File: src/hw/lsf_pkg.sv
// Purpose: Shared constants for the flash safety timer and backlight fade block
// Assumes: 100 MHz internal clock, register access strobes from the serial interface
// Notes: Offsets, cycle counts and most bit positions live here; the top codes the safety enable bits and several reset values itself
package lsf_pkg;
  localparam logic [7:0] ADDR_COLOUR_PEAK = 8'h02;
  localparam logic [7:0] ADDR_BL_CTRL = 8'h03;
  localparam logic [7:0] ADDR_PRIMARY = 8'h04;
  localparam logic [7:0] ADDR_SECONDARY = 8'h05;
  localparam logic [7:0] ADDR_GPIO_CTRL = 8'h06;
  localparam logic [7:0] ADDR_SAFETY_CTRL = 8'h08;
  localparam logic [7:0] ADDR_PIN_GATING = 8'h2b;
  localparam logic [7:0] REG_RESET = 8'h00;
  localparam int BL_SLOPE_BIT = 5;
  localparam int BL_FADE_SEL_BIT = 4;
  localparam int BL_FADE_EN_BIT = 3;
  localparam int BL_COMBINED_BIT = 2;
  localparam int BL_PRIMARY_EN_BIT = 1;
  localparam int BL_SECONDARY_EN_BIT = 0;
  localparam int GATE_PRIMARY_BIT = 1;
  localparam int GATE_SECONDARY_BIT = 0;
  localparam int GPIO_PIN_EN_BIT = 4;
  localparam int SAFE_FLASH_BIT = 3;
  localparam int SAFE_TRIPPED_BIT = 7;
  localparam int CLOCK_MHZ = 100;
  localparam int SAFETY_TIME_MS = 1000;
  localparam int SAFETY_CYCLES = SAFETY_TIME_MS * 1000 * CLOCK_MHZ;
  localparam int FADE_FULL_SCALE = 255;
  localparam int FADE_SLOW_MS = 1300;
  localparam int FADE_FAST_MS = 650;
  localparam int FADE_SLOW_CYCLES = FADE_SLOW_MS * 1000 * CLOCK_MHZ / FADE_FULL_SCALE;
  localparam int FADE_FAST_CYCLES = FADE_FAST_MS * 1000 * CLOCK_MHZ / FADE_FULL_SCALE;
  localparam int SAFE_CNT_W = 27;
  localparam int FADE_CNT_W = 20;
endpackage : lsf_pkg

File: src/hw/lsf_ctl_if.sv
// Purpose: Carries safety and fade signals between the top and its helpers
// Assumes: Single clock domain
// Notes: Two-entry arrays index 0 primary string, 1 secondary string
`timescale 1ns/1ps
interface lsf_ctl_if;
  logic [2:0] safety_en;
  logic flash_mode;
  logic trigger;
  logic colour_access;
  logic tripped;
  logic [2:0] driver_off;
  logic [1:0][7:0] target;
  logic [1:0] apply;
  logic fast;
  logic [1:0][7:0] level;
  modport top
  (
    output safety_en, flash_mode, trigger, colour_access, target, apply, fast,
    input tripped, driver_off, level
  );
  modport safety
  (
    input safety_en, flash_mode, trigger, colour_access,
    output tripped, driver_off
  );
  modport fade
  (
    input target, apply, fast,
    output level
  );
endinterface : lsf_ctl_if

File: src/hw/lsf_safety.sv
// Purpose: One-second flash safety timer
// Assumes: Trigger already qualified by the pin enable
// Notes: Tripped state clears only when every enable is cleared
`timescale 1ns/1ps
module lsf_safety #(
  parameter int SAFETY_CYC = lsf_pkg::SAFETY_CYCLES
)
(
  input wire logic clock,
  input wire logic rst_n,
  lsf_ctl_if.safety ctl
);
  import lsf_pkg::*;
  localparam logic [SAFE_CNT_W-1:0] LAST = SAFE_CNT_W'(SAFETY_CYC - 1);
  logic [SAFE_CNT_W-1:0] cnt_r, cnt_nxt;
  logic trip_r, trip_nxt, armed_r, armed_nxt, trig_q_r, trig_q_nxt;
  logic any_en, rise;

  always_comb
  begin
    any_en = |ctl.safety_en;
    rise = ctl.trigger && !trig_q_r && armed_r;
    cnt_nxt = cnt_r;
    trip_nxt = trip_r;
    trig_q_nxt = ctl.trigger;
    armed_nxt = armed_r;
    if (!ctl.flash_mode)
      armed_nxt = 1'b1;
    else if (trig_q_r && !ctl.trigger)
      armed_nxt = 1'b0;
    if (!any_en)
    begin
      cnt_nxt = '0;
      trip_nxt = 1'b0;
    end
    else if (!trip_r)
    begin
      if (!ctl.flash_mode)
      begin
        if (ctl.colour_access)
          cnt_nxt = '0;
        else if (cnt_r == LAST)
          trip_nxt = 1'b1;
        else
          cnt_nxt = cnt_r + 1'b1;
      end
      else if (rise)
        cnt_nxt = SAFE_CNT_W'(1);
      else if (ctl.trigger && trig_q_r && armed_r)
      begin
        if (cnt_r == LAST)
          trip_nxt = 1'b1;
        else
          cnt_nxt = cnt_r + 1'b1;
      end
    end
  end

  always_ff @(posedge clock or negedge rst_n)
  begin
    if (!rst_n)
    begin
      cnt_r <= '0;
      trip_r <= 1'b0;
      armed_r <= 1'b0;
      trig_q_r <= 1'b0;
    end
    else
    begin
      cnt_r <= cnt_nxt;
      trip_r <= trip_nxt;
      armed_r <= armed_nxt;
      trig_q_r <= trig_q_nxt;
    end
  end

  assign ctl.tripped = trip_r;
  assign ctl.driver_off = trip_r ? ctl.safety_en : 3'h0;

  trip_at_limit_a: assert property (@(posedge clock) disable iff (!rst_n)
    $rose(trip_r) |-> $past(cnt_r) == LAST)
    else $error("trip without full count");
  access_clears_a: assert property (@(posedge clock) disable iff (!rst_n)
    (!ctl.flash_mode && ctl.colour_access && !trip_r && any_en) |=> cnt_r == '0)
    else $error("access did not clear counter");
  trip_holds_a: assert property (@(posedge clock) disable iff (!rst_n)
    (trip_r && any_en) |=> trip_r)
    else $error("trip cleared while enabled");
  all_clear_a: assert property (@(posedge clock) disable iff (!rst_n)
    !any_en |=> (!trip_r && cnt_r == '0))
    else $error("counter not cleared");
  trigger_idle_a: assert property (@(posedge clock) disable iff (!rst_n)
    (ctl.flash_mode && !ctl.trigger && any_en) |=> $stable(cnt_r))
    else $error("counted with trigger low");
endmodule : lsf_safety

File: src/hw/lsf_fade.sv
// Purpose: Automatic fade stepping for two strings
// Assumes: Target and apply flags come from the control registers
// Notes: A string not under fade follows its target at once
`timescale 1ns/1ps
module lsf_fade #(
  parameter int SLOW_CYC = lsf_pkg::FADE_SLOW_CYCLES,
  parameter int FAST_CYC = lsf_pkg::FADE_FAST_CYCLES
)
(
  input wire logic clock,
  input wire logic rst_n,
  lsf_ctl_if.fade ctl
);
  import lsf_pkg::*;
  logic [FADE_CNT_W-1:0] tick_r, tick_nxt, limit;
  logic tick;
  logic [1:0][7:0] level_r, level_nxt;

  always_comb
  begin
    limit = ctl.fast ? FADE_CNT_W'(FAST_CYC - 1) : FADE_CNT_W'(SLOW_CYC - 1);
    tick = (tick_r >= limit);
    tick_nxt = tick ? '0 : tick_r + 1'b1;
  end

  for (genvar i = 0; i < 2; i++)
  begin : g_str
    always_comb
    begin
      level_nxt[i] = level_r[i];
      if (!ctl.apply[i])
        level_nxt[i] = ctl.target[i];
      else if (tick && level_r[i] < ctl.target[i])
        level_nxt[i] = level_r[i] + 8'h01;
      else if (tick && level_r[i] > ctl.target[i])
        level_nxt[i] = level_r[i] - 8'h01;
    end

    one_step_a: assert property (@(posedge clock) disable iff (!rst_n)
      ctl.apply[i] && $past(ctl.apply[i]) |-> (level_r[i] - $past(level_r[i]) == 8'h00
        || level_r[i] - $past(level_r[i]) == 8'h01 || $past(level_r[i]) - level_r[i] == 8'h01))
      else $error("fade moved more than one code");
    direct_follow_a: assert property (@(posedge clock) disable iff (!rst_n)
      !ctl.apply[i] |=> level_r[i] == $past(ctl.target[i]))
      else $error("unfaded string did not follow target");
  end

  always_ff @(posedge clock or negedge rst_n)
  begin
    if (!rst_n)
    begin
      tick_r <= '0;
      level_r <= '0;
    end
    else
    begin
      tick_r <= tick_nxt;
      level_r <= level_nxt;
    end
  end

  assign ctl.level = level_r;
endmodule : lsf_fade

File: src/hw/lsf_top.sv
// Purpose: Register file, pin gating and driver outputs of the lighting block
// Assumes: reg_access pulses once per completed serial read or write
// Notes: Read data is registered on the access pulse
`timescale 1ns/1ps
module lsf_top #(
  parameter int SAFETY_CYC = lsf_pkg::SAFETY_CYCLES,
  parameter int SLOW_CYC = lsf_pkg::FADE_SLOW_CYCLES,
  parameter int FAST_CYC = lsf_pkg::FADE_FAST_CYCLES
)
(
  input wire logic clock,
  input wire logic rst_n,
  input wire logic reg_access,
  input wire logic reg_write,
  input wire logic [7:0] reg_addr,
  input wire logic [7:0] reg_wdata,
  output logic [7:0] reg_rdata,
  input wire logic flash_pwm_pin,
  input wire logic [2:0] colour_drive_req,
  output logic red_sink_output,
  output logic green_sink_output,
  output logic blue_sink_output,
  output logic [7:0] colour_peak_level,
  output logic [7:0] primary_level,
  output logic [7:0] secondary_level
);
  import lsf_pkg::*;
  lsf_ctl_if ctl ();
  logic [7:0] colour_peak_r, colour_peak_nxt, bl_ctrl_r, bl_ctrl_nxt;
  logic [7:0] primary_r, primary_nxt, secondary_r, secondary_nxt;
  logic [7:0] gpio_ctrl_r, gpio_ctrl_nxt, gating_r, gating_nxt;
  logic [3:0] safe_ctrl_r, safe_ctrl_nxt;
  logic [7:0] rdata_r, rdata_nxt;
  logic [2:0] colour_r, colour_nxt;
  logic [7:0] prim_out_r, prim_out_nxt, sec_out_r, sec_out_nxt;
  logic wr, pin_en, prim_on, sec_on, combined;

  lsf_safety #(.SAFETY_CYC(SAFETY_CYC)) u_safety
  (
    .clock(clock),
    .rst_n(rst_n),
    .ctl(ctl.safety)
  );

  lsf_fade #(.SLOW_CYC(SLOW_CYC), .FAST_CYC(FAST_CYC)) u_fade
  (
    .clock(clock),
    .rst_n(rst_n),
    .ctl(ctl.fade)
  );

  always_comb
  begin
    wr = reg_access && reg_write;
    colour_peak_nxt = (wr && reg_addr == ADDR_COLOUR_PEAK) ? reg_wdata : colour_peak_r;
    bl_ctrl_nxt = (wr && reg_addr == ADDR_BL_CTRL) ? reg_wdata : bl_ctrl_r;
    primary_nxt = (wr && reg_addr == ADDR_PRIMARY) ? reg_wdata : primary_r;
    secondary_nxt = (wr && reg_addr == ADDR_SECONDARY) ? reg_wdata : secondary_r;
    gpio_ctrl_nxt = (wr && reg_addr == ADDR_GPIO_CTRL) ? reg_wdata : gpio_ctrl_r;
    gating_nxt = (wr && reg_addr == ADDR_PIN_GATING) ? reg_wdata : gating_r;
    safe_ctrl_nxt = (wr && reg_addr == ADDR_SAFETY_CTRL) ? reg_wdata[3:0] : safe_ctrl_r;
    rdata_nxt = rdata_r;
    if (reg_access && !reg_write)
    begin
      case (reg_addr)
        ADDR_COLOUR_PEAK: rdata_nxt = colour_peak_r;
        ADDR_BL_CTRL: rdata_nxt = bl_ctrl_r;
        ADDR_PRIMARY: rdata_nxt = primary_r;
        ADDR_SECONDARY: rdata_nxt = secondary_r;
        ADDR_GPIO_CTRL: rdata_nxt = gpio_ctrl_r;
        ADDR_PIN_GATING: rdata_nxt = gating_r;
        ADDR_SAFETY_CTRL: rdata_nxt = {ctl.tripped, 3'h0, safe_ctrl_r};
        default: rdata_nxt = 8'h00;
      endcase
    end
  end

  always_comb
  begin
    pin_en = gpio_ctrl_r[GPIO_PIN_EN_BIT];
    combined = bl_ctrl_r[BL_COMBINED_BIT];
    ctl.safety_en = safe_ctrl_r[2:0];
    ctl.flash_mode = safe_ctrl_r[SAFE_FLASH_BIT];
    ctl.trigger = pin_en && flash_pwm_pin;
    ctl.colour_access = reg_access && reg_addr == ADDR_COLOUR_PEAK;
    ctl.target[0] = primary_r;
    ctl.target[1] = combined ? primary_r : secondary_r;
    ctl.apply[0] = bl_ctrl_r[BL_FADE_EN_BIT] && !bl_ctrl_r[BL_FADE_SEL_BIT];
    ctl.apply[1] = bl_ctrl_r[BL_FADE_EN_BIT]
      && (bl_ctrl_r[BL_FADE_SEL_BIT] || combined);
    ctl.fast = bl_ctrl_r[BL_SLOPE_BIT];
    prim_on = bl_ctrl_r[BL_PRIMARY_EN_BIT]
      && (!(pin_en && gating_r[GATE_PRIMARY_BIT]) || flash_pwm_pin);
    sec_on = bl_ctrl_r[BL_SECONDARY_EN_BIT]
      && (!(pin_en && gating_r[GATE_SECONDARY_BIT]) || flash_pwm_pin);
    prim_out_nxt = prim_on ? ctl.level[0] : 8'h00;
    sec_out_nxt = sec_on ? ctl.level[1] : 8'h00;
    colour_nxt = colour_drive_req & ~ctl.driver_off;
  end

  always_ff @(posedge clock or negedge rst_n)
  begin
    if (!rst_n)
    begin
      colour_peak_r <= REG_RESET;
      bl_ctrl_r <= REG_RESET;
      primary_r <= REG_RESET;
      secondary_r <= REG_RESET;
      gpio_ctrl_r <= REG_RESET;
      gating_r <= REG_RESET;
      safe_ctrl_r <= 4'h0;
      rdata_r <= REG_RESET;
      colour_r <= 3'h0;
      prim_out_r <= 8'h00;
      sec_out_r <= 8'h00;
    end
    else
    begin
      colour_peak_r <= colour_peak_nxt;
      bl_ctrl_r <= bl_ctrl_nxt;
      primary_r <= primary_nxt;
      secondary_r <= secondary_nxt;
      gpio_ctrl_r <= gpio_ctrl_nxt;
      gating_r <= gating_nxt;
      safe_ctrl_r <= safe_ctrl_nxt;
      rdata_r <= rdata_nxt;
      colour_r <= colour_nxt;
      prim_out_r <= prim_out_nxt;
      sec_out_r <= sec_out_nxt;
    end
  end

  assign reg_rdata = rdata_r;
  assign red_sink_output = colour_r[0];
  assign green_sink_output = colour_r[1];
  assign blue_sink_output = colour_r[2];
  assign colour_peak_level = colour_peak_r;
  assign primary_level = prim_out_r;
  assign secondary_level = sec_out_r;

  tripped_off_a: assert property (@(posedge clock) disable iff (!rst_n)
    (ctl.tripped && safe_ctrl_r[0]) |=> !colour_r[0])
    else $error("tripped red driver still on");
  gated_dark_a: assert property (@(posedge clock) disable iff (!rst_n)
    (pin_en && gating_r[GATE_PRIMARY_BIT] && !flash_pwm_pin) |=> prim_out_r == 8'h00)
    else $error("gated primary string lit with pin low");
endmodule : lsf_top

File: config.mk
export PLATFORM = sky130hd
export DESIGN_NAME = lsf_top
export DESIGN_NICKNAME = d
export VERILOG_FILES = /design/src/hw/lsf_pkg.sv /design/src/hw/lsf_ctl_if.sv /design/src/hw/lsf_safety.sv /design/src/hw/lsf_fade.sv /design/src/hw/lsf_top.sv
export SDC_FILE = /design/constraint.sdc
export NUM_CORES = 1
export LEC_CHECK = 0
export ABC_AREA = 1
export BUFFER_PORTS_ARGS = -buffer_cell sky130_fd_sc_hd__buf_4
export CAP_MARGIN = 20
export CORE_MARGIN = 2
export CORE_UTILIZATION = 30
export CTS_CLUSTER_SIZE = 8
export DETAILED_ROUTE_END_ITERATION = 10
export HOLD_SLACK_MARGIN = 0.08
export PLACE_DENSITY = 0.54
export RECOVER_POWER = 25
export SLEW_MARGIN = 20
export SYNTH_ARGS = -nofsm -noshare
export SYNTH_HDL_FRONTEND = slang
export SYNTH_SLANG_ARGS = --single-unit
File: constraint.sdc
create_clock -name clock -period 3.8 [get_ports clock]
set_input_delay 1.14 -clock clock [delete_from_list [all_inputs] [get_ports clock]]
set_output_delay 1.14 -clock clock [all_outputs]
set_load 0.005 [all_outputs]
Word-level counts from Yosys, hierarchy flattened
Cells that the tools add are included.

Word-level logic and storage cells: 110. Register bits: 145.

Magnitude comparators: 5. Mux-type cells: 29. Reduce and logical (&&, ||, !) cells: 37. Equality and inequality tests: 13. Bitwise gates (word level): 2. Add/subtract/negate cells: 6.

Operators by type and width (number): $mux 27 (7); $mux 8 (9); $pmux 8 s7 (1); $add 27x1->27 const B (1); $eq 27x27->1 const B (1); $logic_and 1x1->1 (26); $eq 8x3->1 const B (3); $add 20x1->20 const B (1); $ge 20x20->1 (1); $mux 20 (1); $mux 19 (1); $add 8x1->8 const B (2); $eq 8x2->1 const B (2); $gt 8x8->1 (2); $lt 8x8->1 (2); $sub 8x1->8 const B (2); $mux 1 (9); $eq 8x4->1 const B (1); $eq 8x6->1 const B (1); $logic_not 1->1 (6); $ne 3x3->1 const B (2); $ne 4x4->1 const B (1); $and 3x3->3 (1); $logic_or 1x1->1 (3); 6 further kinds (6).

Longest topological paths before layout
Gate-level depths: netlist of run 1.

Word-level depth: 8. Gate-level depth with buffers: 21. Mapped depth without buffers: 21.

Cells and area by module
A second synthesis of run 1 with hierarchy kept.

Cells, all modules: 1133. Area, all modules: 8882.3 um^2.

Modules (own cells, without submodules): lsf_top (cells an instance 453, times used 1, area an instance 3915.0 um^2, seq. area each 1976.9 um^2); lsf_fade (cells an instance 402, times used 1, area an instance 3052.9 um^2, seq. area each 900.9 um^2); lsf_safety (cells an instance 278, times used 1, area an instance 1914.3 um^2, seq. area each 750.7 um^2).

Least setup slack after synthesis of run 1
No wires, ideal clock.

Path type: register to register. Start point: register bl_ctrl_r[2]. End point: register u_fade.level_r, in the netlist u_fade.ctl.level[14]. Setup time: 0.127 ns. Data required time: 3.673 ns. Stages on the path, launching flop included: 20. Setup slack: 0.762 ns. Data arrival time: 2.911 ns. Buffers on the path: 1. Period minus slack after synthesis: 3.038 ns. Cells stage by stage: dfrtp_1 > clkbuf_1 > nand2_1 > o21ai_0 > ha_1 > inv_1 > nor2_1 > o21ai_0 > nand2_1 > a21oi_1 > nand2_1 > ha_1 > a21oi_1 > nand2_1 > nand2_1 > nand2_1 > a21oi_1 > xnor2_1 > o211ai_1 > o21ai_1.

Longest elaborated chain between the ends: 5. Elaborated cells on any way between the ends: 10.

Ends and longest elaborated chain: start: declaration (RTL line lsf_top.sv:29) `logic [7:0] colour_peak_r, colour_peak_nxt, bl_ctrl_r, bl_ctrl_nxt;`; start signal: assignment (RTL line lsf_top.sv:120) `bl_ctrl_r <= bl_ctrl_nxt;`; $mux 8 (RTL line lsf_top.sv:87) `ctl.target[1] = combined ? primary_r : secondary_r;`; $lt 8x8->1 (RTL line lsf_fade.sv:33) `else if (tick && level_r[i] < ctl.target[i])`; $logic_and 1x1->1 (RTL line lsf_fade.sv:33); $mux 8 (RTL line lsf_fade.sv:33); $mux 8 (RTL line lsf_fade.sv:31) `if (!ctl.apply[i])`; end signal: assignment (RTL line lsf_fade.sv:58) `level_r <= level_nxt;`; end: declaration (RTL line lsf_fade.sv:17) `logic [1:0][7:0] level_r, level_nxt;`.

Parallel ways exist; a longest one is shown, timed or not. A chain may end at the register's enable or synchronous reset.

Final worst setup path of run 1
Same ends and word-level chain as after synthesis.

==> results.json, run 1 <==
{
  "fin_crit_sh": 0.888,
  "syn-num-nets": 1031,
  "layout_min_cycle_time_ns": 3.37,
  "start_kind": "register",
  "ctsHtreeMaxLevel": 4,
  "cpLargestDelayFamily": "compound AO/OA/AOI/OAI gates",
  "ys.warnings.count": 0,
  "worst-path-max-fanout": 16,
  "hp-class": "register to register",
  "clk_latency_ns": 0.43,
  "violations": "capacitance limit, slew limit",
  "critical_path_class": "register to register",
  "yosysSeqAreaShare": 0.451,
  "track_usage": 0.155,
  "grt_overflow": 0,
  "yosys-top-cells-area": "dfrtp_1, nand2_1, ha_1, inv_1, o21ai_1",
  "grt_pass1_vias": 6557,
  "irDropWorstVdd_mv": 0.255,
  "power_switching_mw": 0.912,
  "synth.top_cell.area_share": 0.451,
  "fin_nets": 1097,
  "final_util": 0.360,
  "r2r_slack_ns": 0.43,
  "place_congestion": 0.850,
  "finalMaxSlewViolations": 62,
  "power_frac_comb": 0.084,
  "synth-seq-cells": 145,
  "critPathCaptureType": "register",
  "placed_area_um2": 8870,
  "yosysTopAreaCell": "dfrtp_1",
  "fmaxAchievable_mhz": 297,
  "portBuffers": 58,
  "critPathRequiredTime_ns": 4.11,
  "clkTransAtPathRegs_ns": 0.06,
  "vias": 6549,
  "rsz0062_at_grt": "false",
  "hold_start": "bl_ctrl_r[6]",
  "holdPathEnd": "bl_ctrl_r[6]",
  "power.density_nw_per_um2": 377,
  "clockPowerShare": 0.467,
  "die_w_um": 168,
  "ctsLongestPathBuffers": 2,
  "design_area_um2": 9420,
  "tns_ns": 0,
  "antenna_left": 0,
  "finClkSkew_ns": 0.00726,
  "internal-power_mw": 2.64,
  "outcome": "complete, but fails checks",
  "cp.arrival_ns": 3.68,
  "die_h_um": 168,
  "numCtsBuffers": 17,
  "wirelength_mm": 20.6,
  "cts_resized": 0,
  "synth-edff-count": 0,
  "drive_above_1_share": 0.150,
  "critPathMostFrequentCell": "nand2_1",
  "setup_viol": 0,
  "grt_max_degree": 62,
  "firstDrtPassIters": 5,
  "grt_pass1_wl_mm": 34.7,
  "area_growth_pct": 17.1,
  "post-cts-setup-buffers": 0,
  "postCtsHoldBufs": 0,
  "min_path_cells": 2,
  "maxCapViolCount": 1,
  "dp_hpwl_mm": 15.4,
  "async_flop_share": 1.00,
  "wl_per_cell_um": 14.9,
  "core_area_um2": 26200,
  "antenna_cells": 0,
  "antenna_found_initial": 0,
  "slowest_delay_ns": 0.56,
  "hold_viol": 0,
  "syn_inst": 964,
  "reg2reg_depth": 17,
  "ios": 59,
  "via_per_inst": 4.75,
  "drc": 0,
  "design.die.area_um2": 28200,
  "rr_startpoint": "bl_ctrl_r[2]",
  "p_total_mw": 3.56,
  "switching_share": 0.256,
  "path_cells": "inv_1 > o21ai_0 > ha_1 > nor2_1 > o21ai_0 > nand2_1 > a21oi_1 > nand2_1 > ha_1 > a21oi_1 > nand2_1 > nand2_1 > nand2_1 > a21oi_1 > xnor2_1 > o211ai_1 > o21ai_1",
  "root_buffer": "clkbuf_16",
  "cts.sinks": 145,
  "p_leak_nw": 4.35,
  "critPathBufInv": 1,
  "syn-cell-area_um2": 8050,
  "seq_power_share": 0.449,
  "avgSynthCellArea_um2": 8.35,
  "tritoncts": "done",
  "r2r-end": "u_fade.ctl.level[14]",
  "synth.most_common_cell": "nand2_1",
  "ys_top_cells_by_count": "nand2_1, dfrtp_1, inv_1",
  "ys.flop_type": "dfrtp_1",
  "yosys.cell_types.count": 53,
  "maxSlewHeadroom": -0.0285,
  "drt-initial-drc-count": 458,
  "initial_utilization": 0.307,
  "worst_path_max_delay_cell": "dfrtp_1",
  "rows": 59,
  "tightest_slew_ns": 1.54
}
[power by group through the flow]
stage / Sequential [mW] / Combinational (mW) / Clock [mW]
after floorplan: 1.61 / 0.190 / 0
after global placement: 1.62 / 0.301 / 0
after detailed placement: 1.62 / 0.304 / 0
after CTS: 1.60 / 0.306 / 1.70
after global routing: 1.60 / 0.348 / 1.77
final: 1.60 / 0.298 / 1.66
[placed cells by master, fill, tap and decap left out, drive strengths merged, types with 2 or more instances in the layout]
cell type and n:
nand2 225, dfrtp 145, inv 122, o21ai 121, nor2 79, buf 57
nand3 51, a21oi 42, ha 41, clkbuf 25, nor3 20, nand4 17
xor2 13, nor3b 11, o22ai 9, xnor2 8, clkinv 7, o211ai 6
a21boi 4, a31oi 4, clkinvlp 4, nor4 4, nand3b 3, o21a 3
a211oi 3, a22o 3, or2 3, a221oi 2, o221ai 2, fa 2
bufinv 2
[routing by layer]
metal  wire, um  up-vias  GRT usage
met5          0        -          0
met1      10200     3081      0.217
met2       9470      103      0.245
li1           -     3346          -
met3        694       19     0.0306
met4        246        0     0.0393
[how the worst max path moves through the flow]
stage	from	to	depth (start not counted)
2_1_floorplan	bl_ctrl_r[2]	u_fade.ctl.level[14]	19
3_3_place_gp	bl_ctrl_r[2]	u_fade.ctl.level[14]	17
3_5_place_dp	bl_ctrl_r[2]	u_fade.ctl.level[14]	17
4_1_cts	bl_ctrl_r[2]	u_fade.ctl.level[14]	17
5_1_grt	rst_n	u_fade.ctl.level[14]	2
6_report	bl_ctrl_r[2]	u_fade.ctl.level[14]	17
[metrics by stage]
| step | setup WS (ns) | hold WS [ns] | instances |
|---|---|---|---|
| floorplan | 0.762 | 0.453 | 964 |
| CTS | 0.464 | 0.490 | 1378 |
| global placement | 0.547 | 0.469 | 1346 |
| detailed placement | 0.468 | 0.475 | 1346 |
| finish | 0.427 | 0.490 | 1378 |
| global route | 0.0489 | 0.525 | 1378 |
[logic make-up after synthesis]
logic type / Yosys count / share of synthesized area
XOR/XNOR: 21 / 0.0228
adder cells (fa/ha/maj): 43 / 0.0687
buffers and inverters: 138 / 0.0668
multiplexers: 1 / 0.00186
AO/OA/AOI/OAI: 203 / 0.140
flip-flops: 145 / 0.451
AND/OR/NAND/NOR: 413 / 0.249
[cell type report]
| cell class | instances | area, um^2 |
|---|---|---|
| flip-flops and latches | 145 | 3630 |
| fillers | 2698 | 16800 |
| clock buffers | 20 | 437 |
| inverters | 123 | 462 |
| well taps | 335 | 419 |
| multi-input cells | 681 | 3880 |
| clock inverters | 12 | 135 |
| repair buffers | 62 | 460 |
[tightest hold or removal path, cell delays in order, from the launching register on]
cell,delay [ns]
dfrtp_1,0.34
nand2_1,0.06
o21ai_0,0.06
[state kept, by name, indices dropped and copies added, names as in the netlist]
name and flops:
primary_r 8, u_safety.trig_q_r 1, colour_r 3, u_fade.tick_r 20, secondary_level 8, u_safety.armed_r 1, bl_ctrl_r 8, u_safety.ctl.tripped 1
safe_ctrl_r 4, secondary_r 8, primary_level 8, gpio_ctrl_r 8, u_fade.ctl.level 16, reg_rdata 8, gating_r 8, u_safety.cnt_r 27
colour_peak_level 8
Power figures use the tool's default switching activity.
==> inputs of run 2 (changes only) <==
--- a/config.mk
+++ b/config.mk
@@ -10,9 +10,9 @@
 export CAP_MARGIN = 20
 export CORE_MARGIN = 2
-export CORE_UTILIZATION = 30
+export CORE_UTILIZATION = 55
 export CTS_CLUSTER_SIZE = 8
 export DETAILED_ROUTE_END_ITERATION = 10
 export HOLD_SLACK_MARGIN = 0.08
-export PLACE_DENSITY = 0.54
+export PLACE_DENSITY = 0.83
 export RECOVER_POWER = 25
 export SLEW_MARGIN = 20
==> constraint.sdc (replaced) <==
create_clock -name clock -period 3.8 [get_ports clock]
set_input_delay 1.14 -clock clock [delete_from_list [all_inputs] [get_ports clock]]
set_output_delay 1.14 -clock clock [all_outputs]
set_load 0.02 [all_outputs]
==> run 2 against run 1 <==
  * Sequential share of layout area rose by 0.88 points
  * Final cell count shrank 11%
  * Via count rose by 5.1%
  * First-iteration DRC count grew 24%
  * Clock-buffer cell count grew 3
  * The flow still finishes with violations (capacitance limit, slew limit)
  * Hold slack better by 0.0019 ns
  * Global-route usage grew 9.8 points
  * Clock power shrank 7%
  * Critical endpoint unchanged
  * Register-to-register slack improved by 0.02 ns
  * Power is 3.0% lower
==> results.json, run 2 (synthesized netlist as in run 1, its figures left out) <==
{
  "layout_min_cycle_time_ns": 3.36,
  "clkTransAtPathRegs_ns": 0.06,
  "place_congestion": 0.878,
  "wl_per_cell_um": 15.5,
  "vias": 6883,
  "grt_pass1_wl_mm": 32.1,
  "power_switching_mw": 0.850,
  "dp_hpwl_mm": 13.7,
  "outcome": "complete, but fails checks",
  "tns_ns": 0,
  "tritoncts": "done",
  "postCtsHoldBufs": 0,
  "fin_nets": 1100,
  "clockPowerShare": 0.448,
  "clk_latency_ns": 0.42,
  "switching_share": 0.246,
  "irDropWorstVdd_mv": 0.334,
  "antenna_found_initial": 0,
  "critPathRequiredTime_ns": 4.11,
  "die_w_um": 125,
  "hold_start": "gpio_ctrl_r[6]",
  "tightest_slew_ns": 2.22,
  "largest_reg_flops": 27,
  "root_buffer": "clkbuf_16",
  "antenna_left": 0,
  "wirelength_mm": 19.0,
  "cp.arrival_ns": 3.66,
  "final_common_cell": "nand2_1",
  "track_usage": 0.253,
  "rr_startpoint": "bl_ctrl_r[2]",
  "ctsHtreeMaxLevel": 4,
  "grt_max_degree": 91,
  "grt_overflow": 0,
  "fin_crit_sh": 0.884,
  "dp.cells": 1198,
  "ctsLongestPathBuffers": 2,
  "setup_viol": 0,
  "core_area_um2": 14400,
  "initial_utilization": 0.558,
  "via_per_inst": 5.61,
  "maxSlewHeadroom": -0.478,
  "portBuffers": 58,
  "rsz0062_at_grt": "false",
  "power.density_nw_per_um2": 374,
  "critical_path_class": "register to register",
  "power_frac_comb": 0.090,
  "largest_register": "u_safety.cnt_r",
  "violations": "capacitance limit, slew limit",
  "drc": 0,
  "fillers": 1235,
  "start_kind": "register",
  "startpoint": "bl_ctrl_r[2]",
  "p_leak_nw": 4.35,
  "hold_viol": 0,
  "rows": 44,
  "layout_common_cells": "nand2_1, dfrtp_1, inv_1",
  "drive_above_1_share": 0.150,
  "seq_power_share": 0.463,
  "fmaxAchievable_mhz": 298,
  "drt-initial-drc-count": 569,
  "instances_no_fill": 1227,
  "ios": 59,
  "finClkSkew_ns": 0.00677,
  "firstDrtPassIters": 6,
  "worst-path-max-fanout": 16,
  "cts.sinks": 145,
  "die_h_um": 125,
  "grt_pass1_vias": 6608,
  "internal-power_mw": 2.60,
  "hp-class": "register to register",
  "maxCapViolCount": 1,
  "area_growth_pct": 14.5,
  "design.die.area_um2": 15600,
  "antenna_cells": 0,
  "critPathCaptureType": "register",
  "numCtsBuffers": 17,
  "finalMaxSlewViolations": 91
}
-- run 2: cell types whose count changed in the layout (fill, tap and decap cells not counted), moves of 2 or more --
cell / change
clkinv_4: -3
clkbuf_8: +2
buf_4: +4
clkinvlp_4: -2
-- run 2: final timing paths --
| kind | end | slack (ns) | cells past startpoint |
|---|---|---|---|
| min reg2reg | gpio_ctrl_r[6] | 0.49 | 2 |
| max | u_fade.ctl.level[14] | 0.44 | 17 |
| min in group asynchronous | u_safety.cnt_r[24] | 1.37 | 1 |
| max in group asynchronous | u_safety.cnt_r[23] | 1.14 | 1 |
| min | gpio_ctrl_r[6] | 0.49 | 2 |
| max reg2reg | u_fade.ctl.level[14] | 0.44 | 17 |
-- run 2: area by class of cell --
| class | count | area (um^2) | share of cell area |
|---|---|---|---|
| timing repair buffer | 65 | 485 | 0.0527 |
| clock inverter | 6 | 60.1 | 0.00652 |
| tap | 184 | 230 | 0.0250 |
| inverter | 123 | 462 | 0.0501 |
| multi-input combinational | 681 | 3880 | 0.421 |
| clock buffer | 23 | 468 | 0.0508 |
| sequential | 145 | 3630 | 0.394 |
-- run 2: power by group through the flow --
stage	combinational (mW)	sequential (mW)	clock, mW
2_1_floorplan	0.190	1.62	0
3_3_place_gp	0.299	1.62	0
3_5_place_dp	0.309	1.62	0
4_1_cts	0.311	1.60	1.56
5_1_grt	0.355	1.60	1.63
6_report	0.310	1.60	1.54
-- run 2: stage by stage --
step | util | hold WS (ns) | setup slack (ns) | instance area (um^2) | total power, mW
global placement | 0.603 | 0.469 | 0.583 | 8700 | 1.92
CTS | 0.639 | 0.492 | 0.428 | 9220 | 3.46
detailed placement | 0.603 | 0.478 | 0.442 | 8700 | 1.93
floorplan | - | 0.453 | 0.762 | 8050 | 1.81
global route | 0.639 | 0.503 | 0.0401 | 9220 | 3.58
finish | 0.639 | 0.492 | 0.443 | 9220 | 3.45
-- run 2: critical path, stage by stage (launching register included) --
cell and delay [ns]:
dfrtp_2 0.49, o21ai_0 0.29, ha_1 0.31, inv_1 0.06, nor2_1 0.03, o21ai_0 0.16, nand2_1 0.07, a21oi_1 0.25
nand2_1 0.29, ha_1 0.43, a21oi_1 0.16, nand2_1 0.08, nand2_1 0.08, nand2_1 0.06, a21oi_1 0.15, xnor2_1 0.08
o211ai_1 0.17, o21ai_1 0.09
-- run 2: per-layer routing --
metal,GRT usage,vias up,share of wire
li1,-,3354,-
met1,0.333,3268,0.42
met2,0.428,219,0.50
met3,0.0492,42,0.058
met4,0.0745,0,0.022
met5,0,-,0
-- run 2: timing repair --
action                     4_1_cts  5_1_grt
setup buffers                    0        0
gates resized for setup          0        1
setup endpoints to repair        0        1
==> inputs of run 3 (changes only) <==
PLACE_DENSITY = 0.82   (was 0.83)
SYNTH_HIERARCHICAL = 1   (was not set)
==> run 3 against run 2 <==
  * The run still ends with capacitance limit, slew limit left
  * Maximum frequency down 0.68%
  * Area after synthesis rose by 10%
  * Largest cell class unchanged
  * Hold slack worse by 0.026 ns
  * Clock skew grew 0.0030 ns
  * Via count rose by 12%
  * Wire length up 10%
  * Cell area grew 8.6%
  * Clock power grew 8%
  * First-iteration DRC count is 2.1% higher
  * Largest power group is now clock
  * Die area increased by 10%
==> results.json, run 3 <==
{
  "dp_hpwl_mm": 15.1,
  "portBuffers": 58,
  "wirelength_mm": 20.9,
  "clk_latency_ns": 0.42,
  "rows": 46,
  "drt-initial-drc-count": 581,
  "maxSlewHeadroom": -0.137,
  "synth_xor_area_frac": 0.0128,
  "synth.top_cell.area_share": 0.409,
  "finClkSkew_ns": 0.00979,
  "place_congestion": 0.929,
  "synth-seq-cells": 145,
  "cp.arrival_ns": 3.69,
  "yosys-top-cells-area": "dfrtp_1, nand2_1, inv_1, ha_1, nor2_1",
  "setup_viol": 0,
  "grt_overflow": 0,
  "placed_area_um2": 9460,
  "syn-num-nets": 1200,
  "avgSynthCellArea_um2": 7.84,
  "largest_reg_flops": 27,
  "cpLargestDelayFamily": "compound AO/OA/AOI/OAI gates",
  "antenna_cells": 0,
  "synthAdderAreaFrac": 0.0623,
  "area_growth_pct": 12.7,
  "die_w_um": 131,
  "cts.sinks": 145,
  "grt_pass1_wl_mm": 35.2,
  "synth.area.mux_share": 0,
  "finalMaxSlewViolations": 69,
  "post-cts-setup-buffers": 0,
  "hp-class": "register to register",
  "cts_resized": 0,
  "firstDrtPassIters": 6,
  "root_buffer": "clkbuf_16",
  "postCtsHoldBufs": 0,
  "grt_pass1_vias": 7408,
  "largest_register": "u_safety/cnt_r",
  "via_per_inst": 5.44,
  "seq_area_um2": 3630,
  "fillers": 1343,
  "maxCapViolCount": 1,
  "power.density_nw_per_um2": 357,
  "design_area_um2": 10000,
  "critPathCaptureType": "register",
  "critPathBufInv": 3,
  "vias": 7728,
  "synth_compound_area_frac": 0.102,
  "ys.flop_type": "dfrtp_1",
  "synth.most_common_cell": "nand2_1",
  "layout_common_cells": "nand2_1, inv_1, dfrtp_1",
  "ys.warnings.count": 6,
  "grt_max_degree": 69,
  "p_leak_nw": 4.98,
  "start_kind": "register",
  "async_flop_share": 1.00,
  "synth_top_family_by_area": "simple AND/OR/NAND/NOR gates",
  "yosysSeqAreaShare": 0.409,
  "path_cells": "inv_1 > nand2_1 > nand2_1 > inv_1 > ha_1 > inv_1 > nor2_1 > o21ai_0 > nand2_1 > a21oi_1 > nand2_2 > fa_1 > nand3_1 > nand2_1 > a21oi_1 > o21bai_1 > a21oi_1 > o21ai_0 > nand3_1 > nand2_1",
  "antenna_found_initial": 0,
  "worst_path_max_delay_cell": "dfrtp_1",
  "rsz0062_at_grt": "false",
  "irDropWorstVdd_mv": 0.345,
  "layout_min_cycle_time_ns": 3.38,
  "antenna_left": 0,
  "design.die.area_um2": 17200,
  "synth_simple_gate_area_frac": 0.326,
  "slowest_delay_ns": 0.49,
  "hold_viol": 0,
  "drive_above_1_share": 0.150,
  "worst-path-max-fanout": 12,
  "yosysTopAreaCell": "dfrtp_1",
  "syn_inst": 1133,
  "multiInputGateArea_um2": 4470,
  "numCtsBuffers": 17,
  "tightest_slew_ns": 1.71,
  "synth-edff-count": 0,
  "outcome": "complete, but fails checks",
  "ys_top_cells_by_count": "nand2_1, inv_1, dfrtp_1",
  "syn-cell-area_um2": 8880,
  "fin_crit_sh": 0.890,
  "ctsLongestPathBuffers": 2,
  "drc": 0,
  "critical_path_class": "register to register",
  "initial_utilization": 0.561,
  "ios": 59,
  "fmaxAchievable_mhz": 296,
  "critPathRequiredTime_ns": 4.11,
  "track_usage": 0.262,
  "wl_per_cell_um": 14.7,
  "critPathMostFrequentCell": "nand2_1",
  "clkTransAtPathRegs_ns": 0.06,
  "ctsHtreeMaxLevel": 4,
  "tns_ns": 0,
  "yosys.cell_types.count": 50,
  "final_common_cell": "nand2_1",
  "fin_nets": 1262,
  "tritoncts": "done",
  "core_area_um2": 15800,
  "violations": "capacitance limit, slew limit",
  "die_h_um": 131
}
## run 3: changes by cell type after synthesis, sizes merged, moves of 4 or more
cell,change
inv,+39
xor2,-8
nand3,+38
nor2,+52
buf,+7
o21ai,-26
nor3b,-9
a21boi,-4
nand2,+103
o22ai,-7
a21oi,-4
## run 3: cells by family (layout without fill, tap and decap cells)
kind of cell,after synthesis,in the layout
simple gates,595,595
buf+inv,180,252
compound gates,157,157
flops,145,145
fa+ha+maj,43,43
xor+xnor,13,13
## run 3: path summary, 6_finish.rpt
path                       cells past startpoint  slack, ns                    to         startpoint
hold reg to reg                                1       0.47      u_safety/armed_r  u_safety/trig_q_r
setup reg to reg                              20       0.42  u_fade/ctl.level[14]       bl_ctrl_r[2]
min in group asynchronous                      1       1.13    u_safety/cnt_r[18]              rst_n
setup / recovery                              20       0.42  u_fade/ctl.level[14]       bl_ctrl_r[2]
hold / removal                                 1       0.47      u_safety/armed_r  u_safety/trig_q_r
max in group asynchronous                      2       0.91  u_fade/ctl.level[11]              rst_n
## run 3: metal layers
metal | vias up | routed length (um) | GRT usage
li1 | 3776 | - | -
met1 | 3613 | 9140 | 0.344
met2 | 282 | 9960 | 0.429
met3 | 57 | 1250 | 0.0507
met4 | 0 | 590 | 0.104
met5 | - | 0 | 0
## run 3: layout make-up
type / instances / area share
timing repair buffer: 63 / 0.0464
tap: 216 / 0.0270
clock inverter: 11 / 0.0143
sequential: 145 / 0.363
clock buffer: 18 / 0.0429
multi-input combinational: 808 / 0.447
inverter: 160 / 0.0603
## run 3: through the flow
stage	worst slack, ns	std cells	power [mW]	utilization	hold slack, ns
6_report	0.419	1421	3.57	0.632	0.466
2_1_floorplan	0.863	1133	1.82	-	0.435
3_5_place_dp	0.501	1392	1.93	0.598	0.454
5_1_grt	0.0120	1421	3.68	0.632	0.488
4_1_cts	0.477	1421	3.58	0.634	0.473
3_3_place_gp	0.622	1392	1.92	0.598	0.459
## run 3: power by group
group          total, mW  internal, mW  switching (mW)
Combinational      0.305         0.101           0.204
Sequential          1.60          1.57          0.0294
Clock               1.66          1.02           0.647
Total               3.57          2.69           0.881
